==> config.mk <==
export PLATFORM = sky130hd
export DESIGN_NAME = rtc_three_timer_unit
export DESIGN_NICKNAME = d
export VERILOG_FILES = /design/src/core/rtc_timer_pkg.sv /design/src/core/rtc_three_timer_unit.sv
export VERILOG_INCLUDE_DIRS = /design/src /design/src/core
export SDC_FILE = /design/constraint.sdc
export NUM_CORES = 1
export LEC_CHECK = 0
export ABC_CLOCK_PERIOD_IN_PS = 4200
export CAP_MARGIN = 20
export CORE_MARGIN = 5
export CORE_UTILIZATION = 60
export CTS_BUF_LIST = sky130_fd_sc_hd__clkbuf_8 sky130_fd_sc_hd__clkbuf_16
export DETAILED_ROUTE_END_ITERATION = 16
export DONT_BUFFER_PORTS = 1
export GPL_ROUTABILITY_DRIVEN = 0
export GPL_TIMING_DRIVEN = 0
export PLACE_DENSITY = 0.76
export SYNTH_ARGS = -nofsm -noshare
export SYNTH_HDL_FRONTEND = slang
export SYNTH_SLANG_ARGS = --single-unit
==> constraint.sdc <==
create_clock -name ref_clk -period 4.2 [get_ports ref_clk]
set_clock_uncertainty 0.05 [all_clocks]
set_input_delay 0 -clock ref_clk [delete_from_list [all_inputs] [get_ports ref_clk]]
set_output_delay 0 -clock ref_clk [all_outputs]
set_load 0.1 [all_outputs]
==> src/core/rtc_timer_params.svh <==
// constants of the three-timer realtime clock unit
`ifndef RTC_TIMER_PARAMS_SVH
`define RTC_TIMER_PARAMS_SVH

// ****************************************************************
// widths and timing
// ****************************************************************
`define RTC_TICK_HZ 32768
`define MAX_INTERVAL_S 512
`define ELAPSED_W 48
`define INTERVAL_W 24
`define BUSCNT_W 32
`define HALF_W 16
`define PERIOD_HI_W 8
`define MIN_PERIOD 24'h00_0004
`define ALARM_ARM_EDGES 2'h2

// ****************************************************************
// register indices, byte address is four times the index
// ****************************************************************
`define IDX_ELAPSED_LOW 32'h0B00_00C4
`define IDX_ELAPSED_MID 32'h0B00_00C6
`define IDX_ELAPSED_HIGH 32'h0B00_00C8
`define IDX_ALARM_HIGH 32'h0B00_00CA
`define IDX_ALARM_LOW 32'h0B00_00CC
`define IDX_ALARM_MID 32'h0B00_00CE
`define IDX_PERIOD_LOW 32'h0B00_00D0
`define IDX_PERIOD_HIGH 32'h0B00_00D2
`define IDX_ICOUNT_LOW 32'h0B00_00D4
`define IDX_ICOUNT_HIGH 32'h0B00_00D6
`define IDX_BUSCNT_LOW 32'h0B00_00D8
`define IDX_BUSCNT_HIGH 32'h0B00_00DA
`define IDX_IRQ_STATUS 32'h0B00_00DC
`define IDX_IRQ_MASK 32'h0B00_00DE

// ****************************************************************
// fields, reset values, bus answers
// ****************************************************************
`define IRQ_BIT_INTERVAL 0
`define IRQ_BIT_ALARM 1
`define IRQ_MASK_RESET 2'h0
`define RESP_OKAY 2'h0
`define RESP_SLVERR 2'h2

`endif

==> src/core/rtc_timer_pkg.sv <==
// types of the three-timer realtime clock unit
package rtc_timer_pkg;

  typedef enum logic [3:0] {
    REG_NONE = 4'h0,
    REG_ELAPSED_LOW = 4'h1,
    REG_ELAPSED_MID = 4'h2,
    REG_ELAPSED_HIGH = 4'h3,
    REG_ALARM_HIGH = 4'h4,
    REG_ALARM_LOW = 4'h5,
    REG_ALARM_MID = 4'h6,
    REG_PERIOD_LOW = 4'h7,
    REG_PERIOD_HIGH = 4'h8,
    REG_ICOUNT_LOW = 4'h9,
    REG_ICOUNT_HIGH = 4'hA,
    REG_BUSCNT_LOW = 4'hB,
    REG_BUSCNT_HIGH = 4'hC,
    REG_IRQ_STATUS = 4'hD,
    REG_IRQ_MASK = 4'hE
  } reg_id_t;

  typedef struct packed {
    logic alarm;
    logic interval;
  } irq_bits_t;

  typedef struct packed {
    logic high;
    logic low;
  } period_flags_t;

  typedef enum logic {
    CH_IDLE = 1'b0,
    CH_RESP = 1'b1
  } chan_state_t;

endpackage

==> src/core/rtc_three_timer_unit.sv <==
// three-timer realtime clock unit with AXI4-Lite register slave
`timescale 1ns/1ps
`default_nettype none
`include "rtc_timer_params.svh"

// Overview of operation
// - a 24-bit periodic interval timer runs from the 32.768 kHz realtime clock.
// - the interval timer raises a recurring interrupt, with intervals up to 512 seconds.
// - a 48-bit elapsed-time counter steps once per realtime clock cycle.
// - the elapsed-time counter wraps from its maximum back to zero and keeps counting.
// - the full elapsed count is compared with a 48-bit alarm, and equality interrupts.
// - a free-running counter steps on every bus clock cycle for performance measurement.
// - software writes load the elapsed count and reads return its current value.
// - only the dedicated RTC reset pin initialises the elapsed-time counter.
// - the elapsed count shows as low, middle and high 16-bit registers, all reset to zero.
// - the alarm value sits in three read-write 16-bit registers.
// - the interval timer's current count reads through two read-only halves.
// - the bus-clock counter is read and written through a low and a high half.
// - alarm comparison begins at the second realtime clock edge after a compare write.
// - a new period takes effect only once both halves are written.
// - the interval timer counts down from the period to 1, interrupts at 1, then reloads.
// - a period of zero stops the interval timer; software programs 4 or more.
module rtc_three_timer_unit
  import rtc_timer_pkg::*;
#(
  parameter int ADDR_W = 32
) (
  input wire logic ref_clk,
  input wire logic rst,
  input wire logic rtcClk,
  input wire logic rtcResetN,
  input wire logic [ADDR_W-1:0] awaddr,
  input wire logic awvalid,
  output logic awready,
  input wire logic [31:0] wdata,
  input wire logic [3:0] wstrb,
  input wire logic wvalid,
  output logic wready,
  output logic [1:0] bresp,
  output logic bvalid,
  input wire logic bready,
  input wire logic [ADDR_W-1:0] araddr,
  input wire logic arvalid,
  output logic arready,
  output logic [31:0] rdata,
  output logic [1:0] rresp,
  output logic rvalid,
  input wire logic rready,
  output logic irq
);

  // ****************************************************************
  // helpers
  // ****************************************************************
  function automatic logic isIdx(input logic [ADDR_W-1:0] a, input logic [31:0] idx);
    logic [31:0] wordIdx;
    wordIdx = 32'(a >> 2);
    return (a[1:0] == 2'h0) && (wordIdx == idx);
  endfunction

  function automatic reg_id_t decode(input logic [ADDR_W-1:0] a);
    reg_id_t r;
    r = REG_NONE;
    if (isIdx(a, `IDX_ELAPSED_LOW)) r = REG_ELAPSED_LOW;
    if (isIdx(a, `IDX_ELAPSED_MID)) r = REG_ELAPSED_MID;
    if (isIdx(a, `IDX_ELAPSED_HIGH)) r = REG_ELAPSED_HIGH;
    if (isIdx(a, `IDX_ALARM_HIGH)) r = REG_ALARM_HIGH;
    if (isIdx(a, `IDX_ALARM_LOW)) r = REG_ALARM_LOW;
    if (isIdx(a, `IDX_ALARM_MID)) r = REG_ALARM_MID;
    if (isIdx(a, `IDX_PERIOD_LOW)) r = REG_PERIOD_LOW;
    if (isIdx(a, `IDX_PERIOD_HIGH)) r = REG_PERIOD_HIGH;
    if (isIdx(a, `IDX_ICOUNT_LOW)) r = REG_ICOUNT_LOW;
    if (isIdx(a, `IDX_ICOUNT_HIGH)) r = REG_ICOUNT_HIGH;
    if (isIdx(a, `IDX_BUSCNT_LOW)) r = REG_BUSCNT_LOW;
    if (isIdx(a, `IDX_BUSCNT_HIGH)) r = REG_BUSCNT_HIGH;
    if (isIdx(a, `IDX_IRQ_STATUS)) r = REG_IRQ_STATUS;
    if (isIdx(a, `IDX_IRQ_MASK)) r = REG_IRQ_MASK;
    return r;
  endfunction

  // byte lanes 0 and 1 carry the 16-bit register
  function automatic logic [15:0] merge16(input logic [15:0] old, input logic [31:0] d,
                                          input logic [3:0] s);
    return {s[1] ? d[15:8] : old[15:8], s[0] ? d[7:0] : old[7:0]};
  endfunction

  // ****************************************************************
  // state
  // ****************************************************************
  logic rtcClkPrev_q, irq_q, awHeld_q, wHeld_q;
  logic rtcEdge, doWrite, arTake, wrElapsed, wrAlarm, intervalFire, alarmFire;
  logic [`ELAPSED_W-1:0] elapsed_q, alarm_q;
  logic [1:0] arm_q, bresp_q, rresp_q, ticksAfterCmp_q;
  logic [`INTERVAL_W-1:0] period_q, icount_q;
  logic [`HALF_W-1:0] pendLow_q;
  logic [`PERIOD_HI_W-1:0] pendHigh_q;
  period_flags_t pflags_q;
  logic [`BUSCNT_W-1:0] buscnt_q;
  irq_bits_t status_q, status_d, mask_q, setEv, clrEv;
  logic [ADDR_W-1:0] awAddr_q;
  logic [31:0] wData_q, rdata_q;
  logic [3:0] wStrb_q;
  chan_state_t wrState_q, rdState_q;
  reg_id_t wrReg, rdReg;

  // tick = rising edge of rtcClk; rtc reset domain, so rst cannot fake a tick
  always_ff @(posedge ref_clk or negedge rtcResetN) begin
    if (!rtcResetN) begin
      rtcClkPrev_q <= 1'b0;
    end else begin
      rtcClkPrev_q <= rtcClk;
    end
  end
  assign rtcEdge = rtcClk & ~rtcClkPrev_q;

  // ****************************************************************
  // AXI4-Lite write channel
  // ****************************************************************
  assign awready = ~awHeld_q & (wrState_q == CH_IDLE);
  assign wready = ~wHeld_q & (wrState_q == CH_IDLE);
  assign doWrite = awHeld_q & wHeld_q & (wrState_q == CH_IDLE);
  assign wrReg = doWrite ? decode(awAddr_q) : REG_NONE;

  always_ff @(posedge ref_clk or posedge rst) begin
    if (rst) begin
      awHeld_q <= 1'b0;
      wHeld_q <= 1'b0;
      awAddr_q <= '0;
      wData_q <= 32'h0000_0000;
      wStrb_q <= 4'h0;
      wrState_q <= CH_IDLE;
      bresp_q <= `RESP_OKAY;
    end else begin
      if (awvalid && awready) begin
        awHeld_q <= 1'b1;
        awAddr_q <= awaddr;
      end
      if (wvalid && wready) begin
        wHeld_q <= 1'b1;
        wData_q <= wdata;
        wStrb_q <= wstrb;
      end
      if (doWrite) begin
        awHeld_q <= 1'b0;
        wHeld_q <= 1'b0;
        wrState_q <= CH_RESP;
        bresp_q <= (decode(awAddr_q) == REG_NONE) ? `RESP_SLVERR : `RESP_OKAY;
      end else if (wrState_q == CH_RESP && bready) begin
        wrState_q <= CH_IDLE;
      end
    end
  end
  assign bvalid = (wrState_q == CH_RESP);
  assign bresp = bresp_q;

  // ****************************************************************
  // AXI4-Lite read channel
  // ****************************************************************
  assign arready = (rdState_q == CH_IDLE);
  assign arTake = arvalid & arready;
  assign rdReg = decode(araddr);

  function automatic logic [15:0] readMux(input reg_id_t r);
    logic [15:0] v;
    v = 16'h0000;
    case (r)
      REG_ELAPSED_LOW: v = elapsed_q[15:0];
      REG_ELAPSED_MID: v = elapsed_q[31:16];
      REG_ELAPSED_HIGH: v = elapsed_q[47:32];
      REG_ALARM_LOW: v = alarm_q[15:0];
      REG_ALARM_MID: v = alarm_q[31:16];
      REG_ALARM_HIGH: v = alarm_q[47:32];
      REG_PERIOD_LOW: v = period_q[15:0];
      REG_PERIOD_HIGH: v = {8'h00, period_q[23:16]};
      REG_ICOUNT_LOW: v = icount_q[15:0];
      REG_ICOUNT_HIGH: v = {8'h00, icount_q[23:16]};
      REG_BUSCNT_LOW: v = buscnt_q[15:0];
      REG_BUSCNT_HIGH: v = buscnt_q[31:16];
      REG_IRQ_STATUS: v = {14'h0000, status_q};
      REG_IRQ_MASK: v = {14'h0000, mask_q};
      default: v = 16'h0000;
    endcase
    return v;
  endfunction

  always_ff @(posedge ref_clk or posedge rst) begin
    if (rst) begin
      rdState_q <= CH_IDLE;
      rdata_q <= 32'h0000_0000;
      rresp_q <= `RESP_OKAY;
    end else if (arTake) begin
      rdState_q <= CH_RESP;
      rdata_q <= {16'h0000, readMux(rdReg)};
      rresp_q <= (rdReg == REG_NONE) ? `RESP_SLVERR : `RESP_OKAY;
    end else if (rdState_q == CH_RESP && rready) begin
      rdState_q <= CH_IDLE;
    end
  end
  assign rvalid = (rdState_q == CH_RESP);
  assign rdata = rdata_q;
  assign rresp = rresp_q;

  // ****************************************************************
  // elapsed-time counter and alarm, RTC reset domain only
  // ****************************************************************
  assign wrElapsed = (wrReg == REG_ELAPSED_LOW) || (wrReg == REG_ELAPSED_MID) ||
                     (wrReg == REG_ELAPSED_HIGH);
  assign wrAlarm = (wrReg == REG_ALARM_LOW) || (wrReg == REG_ALARM_MID) ||
                   (wrReg == REG_ALARM_HIGH);

  // software write wins over a tick in the same cycle
  always_ff @(posedge ref_clk or negedge rtcResetN) begin
    if (!rtcResetN) begin
      elapsed_q <= 48'h0000_0000_0000;
    end else begin
      case (wrReg)
        REG_ELAPSED_LOW: elapsed_q[15:0] <= merge16(elapsed_q[15:0], wData_q, wStrb_q);
        REG_ELAPSED_MID: elapsed_q[31:16] <= merge16(elapsed_q[31:16], wData_q, wStrb_q);
        REG_ELAPSED_HIGH: elapsed_q[47:32] <= merge16(elapsed_q[47:32], wData_q, wStrb_q);
        default: begin
          if (rtcEdge) begin
            elapsed_q <= elapsed_q + 48'h0000_0000_0001;
          end
        end
      endcase
    end
  end

  always_ff @(posedge ref_clk or negedge rtcResetN) begin
    if (!rtcResetN) begin
      alarm_q <= 48'h0000_0000_0000;
    end else begin
      case (wrReg)
        REG_ALARM_LOW: alarm_q[15:0] <= merge16(alarm_q[15:0], wData_q, wStrb_q);
        REG_ALARM_MID: alarm_q[31:16] <= merge16(alarm_q[31:16], wData_q, wStrb_q);
        REG_ALARM_HIGH: alarm_q[47:32] <= merge16(alarm_q[47:32], wData_q, wStrb_q);
        default: alarm_q <= alarm_q;
      endcase
    end
  end

  // armed at reset too, so a zero alarm does not fire on the first tick
  always_ff @(posedge ref_clk or negedge rtcResetN) begin
    if (!rtcResetN) begin
      arm_q <= `ALARM_ARM_EDGES;
    end else if (wrAlarm) begin
      arm_q <= `ALARM_ARM_EDGES;
    end else if (rtcEdge && arm_q != 2'h0) begin
      arm_q <= arm_q - 2'h1;
    end
  end
  assign alarmFire = rtcEdge && !wrAlarm && (arm_q < `ALARM_ARM_EDGES) &&
                     (elapsed_q == alarm_q);

  // ****************************************************************
  // periodic interval timer
  // ****************************************************************
  always_ff @(posedge ref_clk or negedge rtcResetN) begin
    if (!rtcResetN) begin
      pendLow_q <= 16'h0000;
      pendHigh_q <= 8'h00;
      pflags_q <= '0;
      period_q <= 24'h00_0000;
    end else if (pflags_q.low && pflags_q.high) begin
      period_q <= {pendHigh_q, pendLow_q};
      pflags_q <= '0;
    end else begin
      if (wrReg == REG_PERIOD_LOW) begin
        pendLow_q <= merge16(pendLow_q, wData_q, wStrb_q);
        pflags_q.low <= 1'b1;
      end
      if (wrReg == REG_PERIOD_HIGH) begin
        pendHigh_q <= wStrb_q[0] ? wData_q[7:0] : pendHigh_q;
        pflags_q.high <= 1'b1;
      end
    end
  end

  // counts below the minimum of 4 still run; software keeps to the minimum
  always_ff @(posedge ref_clk or negedge rtcResetN) begin
    if (!rtcResetN) begin
      icount_q <= 24'h00_0000;
    end else if (rtcEdge) begin
      if (period_q == 24'h00_0000) begin
        icount_q <= 24'h00_0000;
      end else if (icount_q <= 24'h00_0001) begin
        icount_q <= period_q;
      end else begin
        icount_q <= icount_q - 24'h00_0001;
      end
    end
  end
  assign intervalFire = rtcEdge && (period_q != 24'h00_0000) &&
                        (icount_q == 24'h00_0001);

  // ****************************************************************
  // bus clock cycle counter
  // ****************************************************************
  always_ff @(posedge ref_clk or posedge rst) begin
    if (rst) begin
      buscnt_q <= 32'h0000_0000;
    end else if (wrReg == REG_BUSCNT_LOW) begin
      buscnt_q[15:0] <= merge16(buscnt_q[15:0], wData_q, wStrb_q);
    end else if (wrReg == REG_BUSCNT_HIGH) begin
      buscnt_q[31:16] <= merge16(buscnt_q[31:16], wData_q, wStrb_q);
    end else begin
      buscnt_q <= buscnt_q + 32'h0000_0001;
    end
  end

  // ****************************************************************
  // interrupt status, mask and output
  // ****************************************************************
  assign setEv = '{alarm: alarmFire, interval: intervalFire};
  always_comb begin
    clrEv = '0;
    if (wrReg == REG_IRQ_STATUS && wStrb_q[0]) begin
      clrEv = wData_q[1:0];
    end
    if (arTake && rdReg == REG_IRQ_STATUS) begin
      clrEv = 2'h3;
    end
    // a new event beats a clear in the same cycle
    status_d = (status_q & ~clrEv) | setEv;
  end

  always_ff @(posedge ref_clk or posedge rst) begin
    if (rst) begin
      status_q <= '0;
      mask_q <= `IRQ_MASK_RESET;
      irq_q <= 1'b0;
    end else begin
      status_q <= status_d;
      if (wrReg == REG_IRQ_MASK && wStrb_q[0]) begin
        mask_q <= wData_q[1:0];
      end
      irq_q <= |(status_q & mask_q);
    end
  end
  assign irq = irq_q;

  // ticks since the last compare write, saturating at two
  always_ff @(posedge ref_clk or negedge rtcResetN) begin
    if (!rtcResetN) begin
      ticksAfterCmp_q <= 2'h0;
    end else if (wrAlarm || (rtcEdge && ticksAfterCmp_q != 2'h2)) begin
      ticksAfterCmp_q <= wrAlarm ? 2'h0 : ticksAfterCmp_q + 2'h1;
    end
  end
endmodule // rtc_three_timer_unit
`default_nettype wire

==> results.md <==
- Status: finished clean
- Number of post-CTS setup repair buffers: 0
- GRT Util Overall: 39.93%
- CTS Buffer Depth: 3
- DIE AREA: 31330 um2
- Synth cell types: 90
- # IOs: 151
- Total of max-cap violations: 0
- Cells after Synth: 1740
- Layout cell share with drive strength beyond 1: 15.63%
- CTS sink count: 282
- Largest net degree at the start of global routing: 174
- Crit Path Max Fanout: 8
- Hold WS: 0.01015 ns
- LEAKAGE: 7.745 nW
- # rows: 61
- Yosys Warn Count: 0
- Register area share after synthesis: 42.17%
- Reg area: 7058 um2
- Clock Latency Late Sink: 0.58 ns
- Headroom to the max-slew limit: 10.47%
- Fmax achieved: 0.2605 GHz
- First-pass GRT wire length: 95700 um
- Fin. Hold Viols: 0
- Synth Area per Inst: 9.618 um2
- Antenna violations before repair: 2
- Post-synth ARST share: 100.0%
- Met1 GRT Util: 51.98%
- WS Path Type: reg -> reg
- Reg2reg end: pendLow_q[12]$_DFFE_PN0P_
- Layout Utilization: 69.23%
- R2R Path Start: bvalid$_DFFE_PP0P_
- Adder-Cell Fraction of Synth Area: 0.3738%
- #FFs+latches synth: 282
- Top cells by count, synth: dfrtp_1 (281), mux2_2 (150), a21oi_1 (126), nor2_1 (91), clkbuf_1 (89)
- Vias per inst: 7.293
- Worst-Margin Slew: 1.333 ns
- Cts repair resizes: 0
- GR Util met3: 11.73%
- Area of the multi-input gates: 9011 um2
- Via count: 16530
- Drt total wl: 63610 um
- Setup violators final: 0
- Synth area leader: dfrtp_1
- Mux cell area share after synthesis: 11.83%
- DP Area: 17390 um2
- PnR Total Power: 0.008391 W
- EDFF count, synth: 0
- DRC viols: 0
- Largest family of logic cells by synthesized area: simple AND/OR/NAND/NOR gates
- Mapped cell area: 16740 um2
- Grt ovf: 0
- Post-route cell area: 19130 um2
- Post-Synth XOR/XNOR Area: 2.564%
- Reg clk slew, reported paths: 0.06 ns
- Drt wl/cell: 28.07 um
- Die Span Y: 177.0 um
- Setup crit start: bvalid$_DFFE_PP0P_
- Register-to-register setup slack: 0.36 ns
- Post-Synth Simple-Gate Area: 20.88%
- IO buf count: 0
- CP endpoint: pendLow_q[12]$_DFFE_PN0P_
- Pwr Density: 438.7 nW/um2
- Most frequent cell after synthesis: dfrtp_1
- Grt peak-use layer: met2
- Layout overhead on the synthesized area: 14.29%
- Synth area leaders: dfrtp_1 (42%), mux2_2 (10%), a21oi_1 (3.8%)
- DRT iter0 DRCs: 2618
- Cts-stage hold buffer count: 64
- Filler cells: 2124
- Post-layout nets: 1977
- H-Tree Depth: 1
- Number of global-route vias before repair: 15840
- Num CTS Buffers: 31
- Top-area cell type share of the netlist area: 42.02%
- Max-slew violations: 0
- Antenna Nets Post-Route: 0
- Core area: 27630 um2
- Worst hold path depth: 2
- Met2 Use GR: 59.37%
- Tmin final: 3.839 ns
- Root Driver: clkbuf_16
- Top_reg_cell synth: dfrtp_1
- Critical Path AT: 4.25 ns
- CP startpoint kind: register
- VDD IR max: 0.5447 mV
- Complex-gate fraction of the synthesized area: 17.73%
- Die Span X: 177.0 um
- Crit end category: register
- CTS tree: yes
- Hold_sp: rready
- Initial Util: 60.57%
- HP Class: in -> reg
- Initial DRT Pass Iterations: 8
- RSZ-0062 raised after global routing: false
- HPWL Detailed: 45320 um
- Crit share post-route: 91.41%
- Crit path required time: 4.61 ns
- FF-to-FF path depth: 6
## registers in the layout (all words and copies together) (netlist names)
signal,cells
alarm_q,48
arm_q,2
awAddr_q,32
awHeld_q,1
bresp,1
buscnt_q,32
bvalid,1
elapsed_q,48
icount_q,24
irq,1
mask_q,2
pendHigh_q,8
pendLow_q,16
period_q,24
pflags_q,2
rdata,16
rresp,1
rtcClkPrev_q,1
rvalid,1
status_q,2
wData_q,16
wHeld_q,1
wStrb_q,2
## worst min path at each step
stage,end,slack (ns)
floorplan,alarm_q[0]$_DFFE_PN0P_,-0.35
global placement,rtcClkPrev_q$_DFF_PN0_,-0.33
detailed placement,rtcClkPrev_q$_DFF_PN0_,-0.33
CTS,rvalid$_DFFE_PP0P_,0.003
global route,rvalid$_DFFE_PP0P_,0.02
finish,rvalid$_DFFE_PP0P_,0.01
## layout by cell type (no fill, tap or decap), types with 17 or more instances in the layout
| master | instances |
|---|---|
| dfrtp_1 | 281 |
| mux2_2 | 150 |
| a21oi_1 | 126 |
| clkbuf_1 | 89 |
| nor2_1 | 89 |
| nand2_1 | 84 |
| nand3_1 | 78 |
| o21ai_0 | 78 |
| nor3_1 | 65 |
| nand4_1 | 64 |
| dlygate4sd3_1 | 62 |
| xnor2_1 | 48 |
| nor4_1 | 46 |
| inv_1 | 43 |
| o22ai_1 | 41 |
| clkbuf_16 | 31 |
| mux2i_1 | 29 |
| a22oi_1 | 29 |
| nand2b_1 | 23 |
| and3_1 | 21 |
| or3_1 | 19 |
| buf_2 | 19 |
| buf_4 | 19 |
| conb_1 | 18 |
| o31ai_1 | 17 |
## per-layer routing
metal / vias to the layer above / wire length, um
li1: 6855 / -
met1: 7758 / 22460
met2: 1512 / 26620
met3: 398 / 9320
met4: 2 / 5196
met5: - / 11
## critical path, cell delays in order, from the launching register on
cell	delay, ns
dfrtp_1	0.80
and3b_1	0.47
nand2_1	0.15
nor3_1	1.03
and3b_1	0.49
nand3_2	0.32
mux2_2	0.40
## where the power goes
part / switching (W) / internal [W] / total (W)
logic: 0.00138 / 0.000662 / 0.00204
registers: 0.000480 / 0.00302 / 0.00350
clock network: 0.00115 / 0.00170 / 0.00285
## cell type report
class	instances	area share [%]
Inverter	37	0.7392
Tap cell	378	2.473
Timing Repair Buffer	73	4.069
Buffer	136	3.153
Multi-Input combinational cell	1302	47.11
Clock inverter	23	1.269
Sequential cell	282	36.90
Antenna cell	1	0.01308
Clock buffer	34	4.272
## kinds of logic (layout without fill, tap and decap cells)
kind of cell | Yosys count | after routing
DFF | 282 | 282
muxes | 179 | 179
AOI/OAI and AO/OA | 446 | 446
and+or+nand+nor | 605 | 605
buffers and inverters | 173 | 303
adders and majority gates | 5 | 5
xor gates and xnor gates | 49 | 49
other | 1 | 19
## stage by stage
step	setup WS [ns]	std cells	setup TNS (ns)
after floorplan	0.6646	1757	0
after global placement	-0.01979	2135	-0.7825
after detailed placement	0.7360	2143	0
after CTS	0.7011	2264	0
after global routing	0.4178	2265	0
final	0.3607	2266	0
No activity file was read; power rests on OpenSTA's default activity.
